### config.mk
export PLATFORM = sky130hd
export DESIGN_NAME = vbatr_regs
export DESIGN_NICKNAME = d
export VERILOG_FILES = /design/src/vbatr_pkg.sv /design/src/vbatr_regs.sv /design/src/vbatr_regfile.sv
export SDC_FILE = /design/constraint.sdc
export NUM_CORES = 1
export LEC_CHECK = 0
export BUFFER_PORTS_ARGS = -buffer_cell sky130_fd_sc_hd__buf_2
export CORE_MARGIN = 2
export CORE_UTILIZATION = 55
export DETAILED_ROUTE_END_ITERATION = 7
export PLACE_DENSITY = 0.88
export SYNTH_ARGS = -nofsm -noshare
export SYNTH_HDL_FRONTEND = slang
export SYNTH_SLANG_ARGS = --single-unit
### constraint.sdc
create_clock -name clk_sys_i -period 3 [get_ports clk_sys_i]
set_input_delay 0.6 -clock clk_sys_i [delete_from_list [all_inputs] [get_ports clk_sys_i]]
set_output_delay 0.6 -clock clk_sys_i [all_outputs]
set_load 0.03 [all_outputs]
### src/vbatr_pkg.sv
// package: register map, reset values and field layout of the vbus alarm and target registers
package vbatr_pkg;
  localparam logic [7:0] ADDR_DSTOP_LOWER = 8'h74;
  localparam logic [7:0] ADDR_DSTOP_UPPER = 8'h75;
  localparam logic [7:0] ADDR_OVT_LOWER = 8'h76;
  localparam logic [7:0] ADDR_OVT_UPPER = 8'h77;
  localparam logic [7:0] ADDR_UVT_LOWER = 8'h78;
  localparam logic [7:0] ADDR_UVT_UPPER = 8'h79;
  localparam logic [7:0] ADDR_TGT_LOWER = 8'h7a;
  localparam logic [7:0] ADDR_TGT_UPPER = 8'h7b;
  localparam logic [7:0] RST_DSTOP_LOWER = 8'h20;
  localparam logic [7:0] RST_ZERO = 8'h00;
  localparam int UPPER_MSB = 1;
  localparam int LVL_W = 10;
  localparam int TGT_W = 16;
  localparam logic [9:0] DSTOP_FLOOR_CODE = 10'h018;
  localparam logic [9:0] DSTOP_FLOOR_VAL = 10'h014;
  localparam logic [9:0] DSTOP_LSB_MASK = 10'h3fc;
  localparam logic [15:0] TGT_COARSE_MIN = 16'h00a5;
  localparam logic [15:0] TGT_COARSE_MAX = 16'h03ff;
  localparam logic [15:0] TGT_FINE_MIN = 16'h014a;
  localparam logic [15:0] TGT_FINE_MAX = 16'h07ff;
endpackage

### src/vbatr_regs.sv
// vbus alarm, discharge stop and output target register group
// Functional notes
// RQ1: discharge stop level upper bits join lower byte
// RQ2: over-voltage level ten bits at 0x76/0x77
// RQ3: under-voltage level ten bits at 0x78/0x79
// RQ4: alarm disable bit zero enables alarms
// RQ5: output above over level sets flag
// RQ6: output below under level sets flag
// RQ7: over flag re-sets while condition persists
// RQ8: under flag re-sets while condition persists
// RQ9: target applies on non-default source command
// RQ10: coarse mode ten bits, codes 0x00a5-0x03ff
// RQ11: fine mode eleven bits, codes 0x014a-0x07ff
// RQ12: host keeps target code within valid range
// RQ13: host computes fine code with integer formula
// RQ14: stop level drops two bits, floor 0.5 V
// RQ15: compare measurement on each new conversion
`timescale 1ns/10ps
`default_nettype none
module vbatr_regs (
  // clock and reset
  input wire logic clk_sys_i,
  input wire logic sys_rst_i,
  // register access from the port manager side
  input wire logic reg_wr_i,
  input wire logic reg_rd_i,
  input wire logic [7:0] reg_addr_i,
  input wire logic [7:0] reg_wdata_i,
  output logic [7:0] reg_rdata_o,
  output logic reg_hit_o,
  // control and flag handling
  input wire logic voltage_alarm_disable_i,
  input wire logic over_flag_clr_i,
  input wire logic under_flag_clr_i,
  output logic over_voltage_alarm_flag_o,
  output logic under_voltage_alarm_flag_o,
  // measurement and regulation
  input wire logic [9:0] vout_meas_i,
  input wire logic meas_valid_i,
  input wire logic fine_resolution_select_i,
  input wire logic nondefault_cmd_i,
  output logic [9:0] discharge_stop_level_o,
  output logic [10:0] active_target_o,
  output logic target_range_err_o
);
  logic [63:0] words;
  logic [7:0] rf_rdata;
  logic rd_pend;
  logic in_map;
  logic [2:0] idx;
  logic [9:0] dstop_raw;
  logic [9:0] over_trip;
  logic [9:0] under_trip;
  logic [15:0] tgt_raw;
  logic [9:0] meas_hold;
  logic over_cond;
  logic under_cond;
  logic tgt_ok;
  logic [9:0] dstop_masked;
  logic [9:0] next_dstop;
  logic [10:0] next_target;
  logic upper_sel;
  logic [7:0] rf_wdata;

  assign in_map = reg_addr_i >= vbatr_pkg::ADDR_DSTOP_LOWER
               && reg_addr_i <= vbatr_pkg::ADDR_TGT_UPPER;
  assign idx = 3'(reg_addr_i - vbatr_pkg::ADDR_DSTOP_LOWER);
  // upper level bytes keep bits 1:0 only, so the reserved bits always read back as zero
  assign upper_sel = idx[0] && (idx != 3'd7); // [RQ1] [RQ2] [RQ3]
  assign rf_wdata = upper_sel ? {6'h00, reg_wdata_i[1:0]} : reg_wdata_i; // [RQ1] [RQ2] [RQ3]

  vbatr_regfile #(.DEPTH(8)) u_rf (
    .clk_sys_i(clk_sys_i),
    .sys_rst_i(sys_rst_i),
    .wr_en_i(reg_wr_i && in_map),
    .wr_idx_i(idx),
    .wr_data_i(rf_wdata),
    .rd_idx_i(idx),
    .rd_data_o(rf_rdata),
    .words_o(words)
  );

  // upper level registers keep only bits 1:0, the rest read as zero
  assign dstop_raw = {words[8 +: 2], words[0 +: 8]}; // [RQ1]
  assign over_trip = {words[24 +: 2], words[16 +: 8]}; // [RQ2]
  assign under_trip = {words[40 +: 2], words[32 +: 8]}; // [RQ3]
  assign tgt_raw = {words[56 +: 8], words[48 +: 8]}; // [RQ9]

  // bits 1:0 ignored; codes at or below the floor code mean 0.5 V
  assign dstop_masked = dstop_raw & vbatr_pkg::DSTOP_LSB_MASK; // [RQ14]
  assign next_dstop = (dstop_masked <= vbatr_pkg::DSTOP_FLOOR_CODE)
                    ? vbatr_pkg::DSTOP_FLOOR_VAL : dstop_masked; // [RQ14]

  // the measurement is held until a new conversion, so a flag cannot chatter between results
  assign over_cond = !voltage_alarm_disable_i && meas_hold > over_trip; // [RQ4] [RQ5]
  assign under_cond = !voltage_alarm_disable_i && meas_hold < under_trip; // [RQ4] [RQ6]

  assign tgt_ok = fine_resolution_select_i
    ? (tgt_raw >= vbatr_pkg::TGT_FINE_MIN && tgt_raw <= vbatr_pkg::TGT_FINE_MAX) // [RQ11]
    : (tgt_raw >= vbatr_pkg::TGT_COARSE_MIN && tgt_raw <= vbatr_pkg::TGT_COARSE_MAX); // [RQ10]
  // coarse codes are doubled so the regulator always sees the fine scale
  assign next_target = fine_resolution_select_i ? tgt_raw[10:0]
                     : {tgt_raw[9:0], 1'b0}; // [RQ10] [RQ11]

  always_ff @(posedge clk_sys_i) begin
    if (sys_rst_i) begin
      meas_hold <= 10'h000;
    end else if (meas_valid_i) begin
      meas_hold <= vout_meas_i; // [RQ15]
    end
  end

  // set wins over a clear in the same cycle, which gives the re-assert
  always_ff @(posedge clk_sys_i) begin
    if (sys_rst_i) begin
      over_voltage_alarm_flag_o <= 1'b0;
    end else if (over_cond) begin
      over_voltage_alarm_flag_o <= 1'b1; // [RQ5] [RQ7]
    end else if (over_flag_clr_i) begin
      over_voltage_alarm_flag_o <= 1'b0;
    end
  end

  always_ff @(posedge clk_sys_i) begin
    if (sys_rst_i) begin
      under_voltage_alarm_flag_o <= 1'b0;
    end else if (under_cond) begin
      under_voltage_alarm_flag_o <= 1'b1; // [RQ6] [RQ8]
    end else if (under_flag_clr_i) begin
      under_voltage_alarm_flag_o <= 1'b0;
    end
  end

  // the written target is only latched when the source command arrives
  always_ff @(posedge clk_sys_i) begin
    if (sys_rst_i) begin
      active_target_o <= 11'h000;
      target_range_err_o <= 1'b0;
    end else if (nondefault_cmd_i) begin
      active_target_o <= next_target; // [RQ9]
      target_range_err_o <= !tgt_ok; // [RQ12]
    end
  end

  always_ff @(posedge clk_sys_i) begin
    if (sys_rst_i) begin
      discharge_stop_level_o <= vbatr_pkg::DSTOP_FLOOR_VAL;
      rd_pend <= 1'b0;
      reg_hit_o <= 1'b0;
    end else begin
      discharge_stop_level_o <= next_dstop;
      rd_pend <= reg_rd_i && in_map;
      reg_hit_o <= (reg_rd_i || reg_wr_i) && in_map;
    end
  end

  // unmapped reads return zero
  assign reg_rdata_o = rd_pend ? rf_rdata : 8'h00;

  AST_OVER_SET: assert property (@(posedge clk_sys_i) disable iff (sys_rst_i)
    over_cond |=> over_voltage_alarm_flag_o) // [RQ7]
    else $error("over flag not set");
  AST_UNDER_SET: assert property (@(posedge clk_sys_i) disable iff (sys_rst_i)
    under_cond |=> under_voltage_alarm_flag_o) // [RQ8]
    else $error("under flag not set");
  AST_OVER_DIS: assert property (@(posedge clk_sys_i) disable iff (sys_rst_i)
    voltage_alarm_disable_i && over_flag_clr_i |=> !over_voltage_alarm_flag_o) // [RQ4]
    else $error("over flag set while disabled");
  AST_UNDER_RISE: assert property (@(posedge clk_sys_i) disable iff (sys_rst_i)
    $rose(under_voltage_alarm_flag_o) |-> $past(under_cond)) // [RQ6]
    else $error("under flag rose without cause");
  AST_OVER_RISE: assert property (@(posedge clk_sys_i) disable iff (sys_rst_i)
    $rose(over_voltage_alarm_flag_o) |-> $past(meas_hold) > $past(over_trip)) // [RQ5]
    else $error("over flag rose without cause");
  AST_TGT_HOLD: assert property (@(posedge clk_sys_i) disable iff (sys_rst_i)
    !nondefault_cmd_i |=> $stable(active_target_o)) // [RQ9]
    else $error("target moved without command");
  AST_TGT_FINE: assert property (@(posedge clk_sys_i) disable iff (sys_rst_i)
    nondefault_cmd_i && fine_resolution_select_i |=> active_target_o == $past(tgt_raw[10:0])) // [RQ11]
    else $error("fine target wrong");
  AST_TGT_COARSE: assert property (@(posedge clk_sys_i) disable iff (sys_rst_i)
    nondefault_cmd_i && !fine_resolution_select_i
    |=> active_target_o == {$past(tgt_raw[9:0]), 1'b0}) // [RQ10]
    else $error("coarse target wrong");
  AST_DSTOP_FLOOR: assert property (@(posedge clk_sys_i) disable iff (sys_rst_i)
    discharge_stop_level_o[1:0] == 2'b00
    && discharge_stop_level_o >= vbatr_pkg::DSTOP_FLOOR_VAL) // [RQ14]
    else $error("stop level out of form");
  AST_UPPER_BITS: assert property (@(posedge clk_sys_i) disable iff (sys_rst_i)
    rd_pend && $past(reg_addr_i) == vbatr_pkg::ADDR_OVT_UPPER
    |-> reg_rdata_o == {6'h00, over_trip[9:8]} || $past(reg_wr_i)) // [RQ2]
    else $error("upper read mismatch");
endmodule
`default_nettype wire

### src/vbatr_regfile.sv
// small memory of eight byte registers with registered read data
`timescale 1ns/10ps
`default_nettype none
module vbatr_regfile #(
  parameter int DEPTH = 8
) (
  // clock and reset
  input wire logic clk_sys_i,
  input wire logic sys_rst_i,
  // write port
  input wire logic wr_en_i,
  input wire logic [2:0] wr_idx_i,
  input wire logic [7:0] wr_data_i,
  // read port
  input wire logic [2:0] rd_idx_i,
  output logic [7:0] rd_data_o,
  // all words, flat, for the comparators
  output logic [DEPTH*8-1:0] words_o
);
  logic [7:0] mem [DEPTH];
  genvar g;
  generate
    for (g = 0; g < DEPTH; g++) begin : g_word
      always_ff @(posedge clk_sys_i) begin
        if (sys_rst_i) begin
          mem[g] <= (g == 0) ? vbatr_pkg::RST_DSTOP_LOWER : vbatr_pkg::RST_ZERO;
        end else if (wr_en_i && wr_idx_i == 3'(g)) begin
          mem[g] <= wr_data_i;
        end
      end
      assign words_o[g*8 +: 8] = mem[g];
    end
  endgenerate
  always_ff @(posedge clk_sys_i) begin
    if (sys_rst_i) begin
      rd_data_o <= 8'h00;
    end else begin
      rd_data_o <= mem[rd_idx_i];
    end
  end
endmodule
`default_nettype wire

# Word-level counts from Yosys, hierarchy flattened
# Memory sizes are Yosys's and may differ from the RTL's. A register that Yosys moved wholly into a read port is not among the register bits.
# Cells that the tools add are included.
# word_totals
regBits	36
ramBits	64
inputBits	36
output_inout_bits	33
elab_cells	102
mem_count	1
# op_classes
n_addsub	1
order_cmp	9
eq_ne	8
n_mux	42
n_bitwise	8
reduce_logical	24
# mem_list
memory	words	word_bits	rd	rd_clocked_by_memory_dff	write_ports	line_no	source
u_rf.mem	8	8	9	1	8	vbatr_regfile.sv:20	logic [7:0] mem [DEPTH];
# ops
cell	count
$mux 8	10
$mux 1	31
$logic_and 1x1->1	17
$ge 16x8->1 const B	1
$ge 16x9->1 const B	1
$le 16x10->1 const B	1
$le 16x11->1 const B	1
$eq 3x3->1 const B	4
$mux 11	1
$gt 10x10->1	1
$le 10x5->1 const B	1
$lt 10x10->1	1
$ge 8x7->1 const B	1
$le 8x7->1 const B	1
$or 1x1->1	8
$eq 3x2->1 const B	2
$reduce_bool 2->1	2
$eq 3x1->1 const B	1
$logic_not 3->1	1
$ne 3x3->1 const B	1
$sub 3x3->3 const B	1
$logic_not 1->1	2
$reduce_or 2->1	1
$logic_or 1x1->1	1

# Longest topological paths before layout
# Gate-level depths: netlist (run 1).
# depth
ltp_word	8
depth_mapped	6
mapped_depth_nobuf	6

# Hierarchy
# From an unflattened synthesis (run 1), not the netlist that was laid out.
# unflattened
hier_cells	416
area_unflattened_um2	5108.6
# modules_own_cells
module	instances	cells_per_inst	area_each_um2	seq_area_each_um2
vbatr_regfile	1	198	3185.6	2082.0
vbatr_regs	1	218	1923.1	680.7

# Worst setup path before layout (run 1)
# OpenSTA, ideal clock, no wires.
# synth_path
path_kind	input -> register
from	input port reg_addr_i[7]
to	memory u_rf.mem[4][0], enable pin
setup_ps	387
arrival_ps	2042
t_required_ps	2613
slack_ps	572
cell_stages	3
n_path_buf	0
cell_sequence	nand4b_2 or3_1 o31ai_1
# synth_rtl
item	line_no	source
from (decl)	vbatr_regs.sv:27	input wire logic [7:0] reg_addr_i,
to (decl)	vbatr_regfile.sv:20	

==> results of run 1 <==
==> synth_stat cells, drive strengths merged (9+ instances only) <==
cell type / number / area share (%)
inv: 24 / 1.9
buf: 14 / 1.5
mux2i: 27 / 5.6
o21ai: 10 / 1.0
a211oi: 12 / 1.9
edfxtp: 64 / 40
mux4: 16 / 7.5
nor2: 79 / 6.1
and2: 9 / 1.2
nand2: 18 / 1.4
dfxtp: 42 / 17
ha: 19 / 4.9
==> registers in the layout (all words and copies together), names as in the netlist <==
| register | count |
|---|---|
| meas_hold | 10 |
| under_voltage_alarm_flag_o | 1 |
| active_target_o | 11 |
| u_rf.mem | 64 |
| over_voltage_alarm_flag_o | 1 |
| discharge_stop_level_o | 8 |
| reg_hit_o | 1 |
| target_range_err_o | 1 |
| u_rf.rd_data_o | 8 |
| rd_pend | 1 |
==> worst max-delay path, stage by stage <==
cell     delay [ns]
buf_2          0.28
xnor2_1        0.24
or3_1          0.50
o31ai_1        0.22
buf_4          0.21
==> routing by layer <==
layer	GRT usage [%]	up-vias	share of wire (%)
met4	11.1	0	3.3
li1	-	1608	-
met3	5.83	34	8.3
met2	38.9	197	49
met5	0	-	0
met1	30.6	1679	39
==> cell type report <==
| type | instances | area share [%] |
|---|---|---|
| Inverter | 24 | 1.63 |
| Tap cell | 108 | 2.44 |
| Clock inverter | 6 | 1.08 |
| Sequential cell | 106 | 49.9 |
| Timing Repair Buffer | 76 | 7.32 |
| Clock buffer | 10 | 2.31 |
| Multi-Input combinational cell | 274 | 35.3 |
==> cells by family after synthesis <==
| family | share of synthesized area (%) |
|---|---|
| other | 0.0777 |
| AO/OA/AOI/OAI | 6.38 |
| adder cells (fa/ha/maj) | 4.93 |
| flip-flops | 57.3 |
| multiplexers | 13.1 |
| AND/OR/NAND/NOR | 14.4 |
| XOR/XNOR | 0.182 |
| buffers and inverters | 3.68 |
==> metrics by stage <==
step	util, %	hold slack, ns	setup slack [ns]	instance area (sq um)	total power [mW]
detailed placement	62.2	0.476	0.665	5350	2.07
floorplan	-	0.448	0.572	4890	1.95
global placement	62.2	0.456	0.713	5350	2.06
global route	64.4	0.486	0.934	5540	2.98
finish	64.4	0.456	1.04	5540	2.89
CTS	64.4	0.459	1.05	5540	2.88
==> final timing paths <==
| kind | endpoint | slack (ns) | from | cells after the start |
|---|---|---|---|---|
| setup / recovery | u_rf.mem[4][0]$_SDFFCE_PN0P_ | 1.04 | reg_addr_i[2] | 5 |
| hold / removal | meas_hold[7]$_SDFFE_PP0P_ | 0.46 | vout_meas_i[7] | 3 |
| setup reg to reg | under_voltage_alarm_flag_o$_SDFFE_PP0P_ | 1.38 | u_rf.mem[5][1]$_SDFFCE_PN0P_ | 5 |
| hold reg to reg | active_target_o[0]$_SDFFE_PP0P_ | 0.48 | active_target_o[0]$_SDFFE_PP0P_ | 2 |
==> power groups by stage <==
| stage | logic [mW] | clock network, mW | registers, mW |
|---|---|---|---|
| 6_report | 0.358 | 0.835 | 1.69 |
| 5_1_grt | 0.389 | 0.892 | 1.70 |
| 4_1_cts | 0.355 | 0.831 | 1.69 |
| 3_5_place_dp | 0.350 | 0 | 1.72 |
| 3_3_place_gp | 0.336 | 0 | 1.72 |
| 2_1_floorplan | 0.210 | 0 | 1.74 |
==> out/metrics.cfg, run 1 <==
[sta]
timing.slew.headroom_pct = 57.7
rsz0062_at_grt = no
skew_ns = 0.0107
timing.fmax_ghz = 0.509
tightest_slew_ns = 0.635
finalSetupViolCount = 0
slew_viol_final = 0
fin_crit_sh_pct = 65.5
fin_setup_tns_ns = 0
finalCriticalPeriod_ns = 1.96
hold_violations = 0

[clock_tree]
clock-sinks = 106
worstSkewPairLatency_ns = 0.38
clk_path_buf_depth = 2
cts_setup_buffers = 0
htreeDepth = 3
tritoncts = done
cts-root-buf = clkbuf_8
holdBufCountCts = 0
numCtsBuffers = 9
cts_resized = 0
clk_pin_slew_ns = 0.10

[yosys]
ys_async_sr_fraction_pct = 0
yosysWarnings = 0
synth_area_per_cell_sq_um = 12.0
synth_edf_count = 64
yosysSeqAreaShare_pct = 57.3
ys_ff_latch = 106
synth_cell_types = 45
synth_ff_type = edfxtp_1
syn_area_sq_mm = 0.00482
synthCells = 403

[pwr]
power.leakage_nw = 2.32
power.density_mw_per_mm2 = 522
p_seq_share_pct = 58.7
swShare_pct = 27.3
intPower_mw = 2.10
clockPowerShare_pct = 28.9
switching_power_uw = 787
comb_power_share_pct = 12.4
ir_drop_uv = 221

[setup_path]
crit_fanout = 12
startpoint_type = primary input
required_ns = 3.09
worstSetupPathType = primary input to flip-flop
arrival_ns = 2.06
end_kind = flip-flop

[min_path]
hold_path.class = primary input to flip-flop

[routing]
first_pass_iters = 5
drt_iter0_markers = 380
via_count = 3518
antenna_left = 0
via_per_inst = 5.82
drc = 0
drt-wirelength-per-cell_um = 18.4
drt-total-wl_mm = 11.1

[place]
post-dp-hpwl_mm = 8.31
routabilityCongestion = 0.893
numPortBuffers = 66
dp_cells = 588

[die]
start_util_pct = 56.1
rows = 34
die-area_sq_mm = 0.00953
fp.dieH_um = 97.6
coreArea_sq_mm = 0.00859
die_x_um = 97.6
io_pins = 69

[grt]
grt_pass1_wl_mm = 17.6
antenna_found_initial = 1
grt_pass1_vias = 3469
grt_max_degree = 31
grt.total_usage_pct = 24.0
grt_overflow_total = 0

[finish]
num_antenna_cells = 0
seqCellArea_sq_mm = 0.00276
multi_input_area_sq_mm = 0.00195
layout_commonest_cell = nor2_1
fillers = 588
drive_gt1_share_pct = 22.6
synthToLayoutAreaGrowth_pct = 14.8
final_nets = 546
final_cell_mix = nor2_1, buf_2, edfxtp_1
finalNonFillerCells = 604

[outcome]
status = finished, final reports clean

[run]
maxCapViolCount = 0

(Power assumes the default switching activity.)
==> run 2, diff against run 1 <==
--- a/config.mk
+++ b/config.mk
@@ -5,6 +5,7 @@
 export SDC_FILE = /design/constraint.sdc
 export NUM_CORES = 1
 export LEC_CHECK = 0
+export ABC_AREA = 1
 export BUFFER_PORTS_ARGS = -buffer_cell sky130_fd_sc_hd__buf_2
 export CORE_MARGIN = 2
 export CORE_UTILIZATION = 55
==> constraint.sdc (replaced) <==
create_clock -name clk_sys_i -period 2 [get_ports clk_sys_i]
set_input_delay 0.4 -clock clk_sys_i [delete_from_list [all_inputs] [get_ports clk_sys_i]]
set_output_delay 0.4 -clock clk_sys_i [all_outputs]
set_load 0.03 [all_outputs]
==> run 2 against run 1 <==
Worst setup slack got worse by 0.62 ns. Cell area rose by 3.3%. Sequential power rose by 50%. Clock power rose by 57%. Area after synthesis rose by 2.4%. Cell count rose by 24%. Die area rose by 2.3%. Clock-buffer cell count rose by 1. Global-route usage rose by 1.7 points. Largest cell class unchanged. Highest routed layer unchanged.
==> out/metrics.cfg, run 2 <==
[clock_tree]
tritoncts = done  ; unchanged
clk_pin_slew_ns = 0.10  ; about the same
clock-sinks = 106  ; unchanged
cts_resized = 0  ; unchanged
cts_setup_buffers = 0  ; unchanged
numCtsBuffers = 9  ; unchanged
clk_path_buf_depth = 2  ; unchanged
cts-root-buf = clkbuf_8  ; unchanged
holdBufCountCts = 0  ; unchanged
htreeDepth = 3  ; unchanged
worstSkewPairLatency_ns = 0.37  ; was 0.38 ns

[sta]
finalCriticalPeriod_ns = 1.58
whs_ns = 0.254  ; was 0.456 ns
skew_ns = 0.00880  ; was 0.0107 ns
fin_setup_tns_ns = 0  ; unchanged
rsz0062_at_grt = no  ; unchanged
finalSetupViolCount = 0  ; unchanged
timing.fmax_ghz = 0.631
worst_slack_ns = 0.415  ; was 1.04 ns
timing.slew.headroom_pct = 54.3  ; was 57.7%
hold_violations = 0  ; unchanged
fin_crit_sh_pct = 79.2
slew_viol_final = 0  ; unchanged
tightest_slew_ns = 0.681  ; was 0.635 ns

[pwr]
power.density_mw_per_mm2 = 772  ; was 522 mW/mm^2
power.leakage_nw = 2.68  ; was 2.32 nW
power_mw = 4.41  ; was 2.89 mW
ir_drop_uv = 423  ; was 221 uV

[routing]
drt-total-wl_mm = 12.2  ; was 11.1 mm
via_per_inst = 5.51  ; was 5.82
drt_iter0_markers = 404  ; was 380
antenna_left = 0  ; unchanged
first_pass_iters = 5  ; unchanged
via_count = 4127  ; was 3,518
drt-wirelength-per-cell_um = 16.3  ; was 18.4 um
drc = 0  ; unchanged

[setup_path]
crit_fanout = 8  ; was 12
startpoint_type = flip-flop  ; was primary input
arrival_ns = 1.18  ; was 2.06 ns
worstSetupPathType = flip-flop to primary output  ; was primary input to flip-flop
required_ns = 1.60  ; was 3.09 ns
end_kind = primary output  ; was flip-flop

[min_path]
hold_path.class = primary input to flip-flop  ; unchanged

[finish]
synthToLayoutAreaGrowth_pct = 15.8  ; was 14.8%
drive_gt1_share_pct = 18.4  ; was 22.6%
final_cell_mix = nand2_1, nor2_1, inv_1  ; was nor2_1, buf_2, edfxtp_1
regMostFlops = u_rf.mem  ; unchanged
largest_register_ffs = 64  ; unchanged
finalInstanceArea_sq_mm = 0.00572  ; was 0.00554 sq mm
num_antenna_cells = 0  ; unchanged
reg_top3 = u_rf.mem x64, active_target_o x11, meas_hold x10  ; unchanged
layout_commonest_cell = nand2_1  ; was nor2_1
final_util_pct = 65.6  ; was 64.4%
final_nets = 691  ; was 546
finalNonFillerCells = 749  ; was 604

[place]
post-dp-hpwl_mm = 9.32  ; was 8.31 mm
dpl_worst_slack_ns = 0.0714  ; was 0.665 ns
dpl_cell_area_sq_mm = 0.00552  ; was 0.00535 sq mm
dp_cells = 733  ; was 588
numPortBuffers = 66  ; unchanged
routabilityCongestion = 0.888  ; was 0.893

[grt]
grt.total_usage_pct = 25.7  ; was 24.0%
antenna_found_initial = 0  ; was 1
grt_pass1_wl_mm = 19.3  ; was 17.6 mm
grt_max_degree = 23  ; was 31
grt_overflow_total = 0  ; unchanged
grt_pass1_vias = 3959  ; was 3,469

[die]
io_pins = 69  ; unchanged
rows = 34  ; unchanged
die-area_sq_mm = 0.00976  ; was 0.00953 sq mm
fp.dieH_um = 98.8  ; was 97.6 um
coreArea_sq_mm = 0.00872  ; was 0.00859 sq mm
die_x_um = 98.8  ; was 97.6 um
start_util_pct = 56.7  ; was 56.1%

[yosys]
syn_area_sq_mm = 0.00494  ; was 0.00482 sq mm
synth_ff_type = edfxtp_1  ; unchanged
synth_edf_count = 64  ; unchanged
ys_top_cells_by_area = edfxtp_1, dfxtp_1, nand2_1, nor2_1, inv_1  ; was edfxtp_1, dfxtp_1, mux4_2, nor2_1, mux2i_1
synth_largest_area_cell = edfxtp_1  ; unchanged
yosys-top-cells-count = nand2_1, nor2_1, inv_1  ; was nor2_1, edfxtp_1, dfxtp_1
synth_cell_types = 37  ; was 45
synthCells = 540  ; was 403
yosysSeqAreaShare_pct = 55.9  ; was 57.3%
ys_ff_latch = 106  ; unchanged
synth.most_common_cell = nand2_1  ; was nor2_1
ys_async_sr_fraction_pct = 0  ; unchanged
synth_area_per_cell_sq_um = 9.15  ; was 12.0 sq um
synth.top_cell.area_share_pct = 38.9  ; was 39.8%
yosysWarnings = 0  ; unchanged

[run]
maxCapViolCount = 0  ; unchanged

[outcome]
status = finished, final reports clean  ; unchanged

==> run 2: layer usage <==
layer  GRT usage [%]  part of all wire (%)
met5               0                     0
met3            4.11                   9.3
met4            9.59                   2.8
met1            33.8                    39
met2            43.3                    49
==> run 2: logic make-up after synthesis <==
logic type	synth area share, %
other	0.0759
xor gates and xnor gates	0.329
DFF	55.9
adders and majority gates	4.81
and+or+nand+nor	21.1
buffers and inverters	7.62
AOI/OAI and AO/OA	10.1
==> run 2: power by group <==
group	internal, mW	switching [mW]	total (mW)
Clock	0.566	0.743	1.31
Sequential	2.45	0.0821	2.53
Combinational	0.190	0.383	0.572
==> run 2: final cells by class <==
type / instances / area, sq um
flip-flops and latches: 106 / 2760
well taps: 108 / 135
clock inverters: 5 / 35.0
repair buffers: 86 / 480
inverters: 72 / 270
fillers: 664 / 3000
clock buffers: 11 / 163
multi-input cells: 361 / 1870
==> run 2: path summary, 6_finish.rpt <==
kind | start | to | slack (ns) | cells after the start
hold / removal | vout_meas_i[3] | meas_hold[3]$_SDFFE_PP0P_ | 0.25 | 3
setup reg to reg | u_rf.mem[2][5]$_SDFFCE_PN0P_ | over_voltage_alarm_flag_o$_SDFFE_PP0P_ | 0.48 | 7
setup / recovery | rd_pend$_SDFF_PP0_ | reg_rdata_o[3] | 0.42 | 3
hold reg to reg | under_voltage_alarm_flag_o$_SDFFE_PP0P_ | under_voltage_alarm_flag_o$_SDFFE_PP0P_ | 0.47 | 2
==> run 2: critical path, cell delays in order, from the launching register on <==
cell	delay (ns)
dfxtp_1	0.47
nand2_1	0.09
inv_1	0.07
buf_2	0.19
==> run 3, diff against run 2 <==
==> constraint.sdc (replaced) <==
create_clock -name clk_sys_i -period 1.6 [get_ports clk_sys_i]
set_input_delay 0.32 -clock clk_sys_i [delete_from_list [all_inputs] [get_ports clk_sys_i]]
set_output_delay 0.32 -clock clk_sys_i [all_outputs]
set_load 0.03 [all_outputs]
==> run 3 against run 2 <==
Clock skew shrank 0.0026 ns. The flow now finishes with violations (design-rule violations). First-iteration DRC count is 32% higher. Non-clock buffer count decreased by 1. Combinational power increased by 31%.
==> out/metrics.cfg, run 3 (synthesis gave the netlist of run 2 again) <==
[outcome]
status = finished with violations  ; was finished, final reports clean
failed_checks = design-rule violations

[clock_tree]
clk_path_buf_depth = 2  ; unchanged
tritoncts = done  ; unchanged
numCtsBuffers = 9  ; unchanged
worstSkewPairLatency_ns = 0.37  ; about the same
clk_pin_slew_ns = 0.09  ; was 0.10 ns
cts-root-buf = clkbuf_8  ; unchanged
cts_resized = 0  ; unchanged
cts_setup_buffers = 0  ; unchanged
htreeDepth = 3  ; unchanged
holdBufCountCts = 0  ; unchanged
clock-sinks = 106  ; unchanged

[sta]
whs_ns = 0.166  ; was 0.254 ns
fin_setup_tns_ns = 0  ; unchanged
skew_ns = 0.00618  ; was 0.00880 ns
slew_viol_final = 0  ; unchanged
finalCriticalPeriod_ns = 1.47
rsz0062_at_grt = no  ; unchanged
fin_crit_sh_pct = 91.7
hold_violations = 0  ; unchanged
timing.fmax_ghz = 0.682
finalSetupViolCount = 0  ; unchanged

[routing]
drc = 4  ; was 0
first_pass_iters = 8  ; was 5
antenna_left = 0  ; unchanged
drt_iter0_markers = 534  ; was 404
via_count = 4206  ; was 4,127
drt-wirelength-per-cell_um = 16.4  ; was 16.3 um
drt-total-wl_mm = 12.3  ; was 12.2 mm
via_per_inst = 5.62  ; was 5.51

[setup_path]
r2r_cells = 7  ; unchanged
end_kind = primary output  ; unchanged
rr_endpoint = over_voltage_alarm_flag_o$_SDFFE_PP0P_  ; unchanged
cp.depth = 3  ; unchanged
arrival_ns = 1.15  ; was 1.18 ns
crit_fanout = 8  ; unchanged
crit_family = flip-flops  ; unchanged
slowest_stage = dfxtp_1  ; unchanged
required_ns = 1.28  ; was 1.60 ns
cp-startpoint = rd_pend$_SDFF_PP0_  ; unchanged
cpPeakStageDelay_ns = 0.45  ; was 0.47 ns
crit_path_cell_trace = nand2_1 > inv_1 > buf_2  ; unchanged
cp.buffers_inverters = 2  ; unchanged
rrSetupSlack_ns = 0.14  ; was 0.48 ns
worstSetupPathType = flip-flop to primary output  ; unchanged
r2r_start = u_rf.mem[2][5]$_SDFFCE_PN0P_  ; unchanged
startpoint_type = flip-flop  ; unchanged

[pwr]
power.density_mw_per_mm2 = 946  ; was 772 mW/mm^2
ir_drop_uv = 461  ; was 423 uV
p_seq_share_pct = 57.6  ; was 57.4%
power.leakage_nw = 2.70  ; was 2.68 nW
swShare_pct = 27.8  ; was 27.4%
power_mw = 5.51  ; was 4.41 mW
intPower_mw = 3.98  ; was 3.21 mW
switching_power_mw = 1.53  ; was 1.21 mW
comb_power_share_pct = 13.6  ; was 13.0%
clockPowerShare_pct = 28.8  ; was 29.7%

[die]
coreArea_sq_mm = 0.00872  ; unchanged
die_x_um = 98.8  ; unchanged
start_util_pct = 56.7  ; unchanged
io_pins = 69  ; unchanged
fp.dieH_um = 98.8  ; unchanged
die-area_sq_mm = 0.00976  ; unchanged
rows = 34  ; unchanged

[place]
post-dp-hpwl_mm = 9.16  ; was 9.32 mm
routabilityCongestion = 1.02  ; was 0.888
numPortBuffers = 66  ; unchanged

[min_path]
hold_start = vout_meas_i[5]  ; was vout_meas_i[3]
hold_path.class = primary input to flip-flop  ; unchanged
hold_path_depth = 3  ; unchanged
hold_end = meas_hold[5]$_SDFFE_PP0P_  ; was meas_hold[3]$_SDFFE_PP0P_

[run]
maxCapViolCount = 0  ; unchanged

[finish]
num_antenna_cells = 0  ; unchanged
final_nets = 690  ; was 691
synthToLayoutAreaGrowth_pct = 17.8  ; was 15.8%
final_cell_mix = nand2_1, nor2_1, inv_1  ; unchanged
final_util_pct = 66.7  ; was 65.6%
layout_commonest_cell = nand2_1  ; unchanged
regMostFlops = u_rf.mem  ; unchanged
largest_register_ffs = 64  ; unchanged
reg_top3 = u_rf.mem x64, active_target_o x11, meas_hold x10  ; unchanged
fillers = 627  ; was 664
drive_gt1_share_pct = 19.4  ; was 18.4%

[grt]
grt_overflow_total = 0  ; unchanged
antenna_found_initial = 0  ; unchanged
grt_pass1_vias = 4077  ; was 3,959
grt_max_degree = 45  ; was 23
grt_pass1_wl_mm = 19.9  ; was 19.3 mm
grt.total_usage_pct = 26.2  ; was 25.7%

[run 3: changes by cell type in the layout (fill, tap and decap cells not counted), sizes merged]
cell,delta
inv,+1
clkbuf,-1
clkinv,-1
buf,-1
clkinvlp,+1
[run 3: worst max path at each step]
stage and to:
3_5_place_dp u_rf.mem[5][7]$_SDFFCE_PN0P_, 3_3_place_gp u_rf.mem[4][3]$_SDFFCE_PN0P_, 5_1_grt over_voltage_alarm_flag_o$_SDFFE_PP0P_, 6_report reg_rdata_o[5], 2_1_floorplan u_rf.mem[7][0]$_SDFFCE_PN0P_, 4_1_cts reg_rdata_o[5]
[run 3: tightest hold or removal path, delay by kind of cell]
family                 cells  cell delay, ns
buffers and inverters      1            0.07
AND/OR/NAND/NOR            2            0.11
[run 3: metrics by stage]
stage,worst slack [ns],area [sq um],std cells
3_5_place_dp,-0.210,5630,732
2_1_floorplan,-0.0957,5100,559
5_1_grt,0.0165,5820,748
6_report,0.133,5820,748
4_1_cts,0.127,5820,748
3_3_place_gp,-0.161,5630,732
[run 3: metal layers]
metal / track usage [%] / wire length [um] / part of all wire, %
met1: 33.0 / 4670 / 38
met5: 0 / 0 / 0
met3: 6.03 / 1260 / 10
met2: 44.6 / 5930 / 48
met4: 9.06 / 402 / 3.3
[run 3: area by class of cell]
class                   instances  area [sq um]  area share [%]
flip-flops and latches        106          2760            47.5
clock buffers                  10           149            2.56
multi-input cells             361          1960            33.6
clock inverters                 6          37.5           0.645
well taps                     108           135            2.32
repair buffers                 85           510            8.77
inverters                      72           270            4.64
[run 3: power groups by stage]
stage / logic (mW) / clock network, mW / registers (mW)
floorplan: 0.413 / 0 / 3.26
global placement: 0.694 / 0 / 3.22
detailed placement: 0.729 / 0 / 3.23
CTS: 0.735 / 1.59 / 3.17
global route: 0.823 / 1.71 / 3.18
finish: 0.748 / 1.59 / 3.17
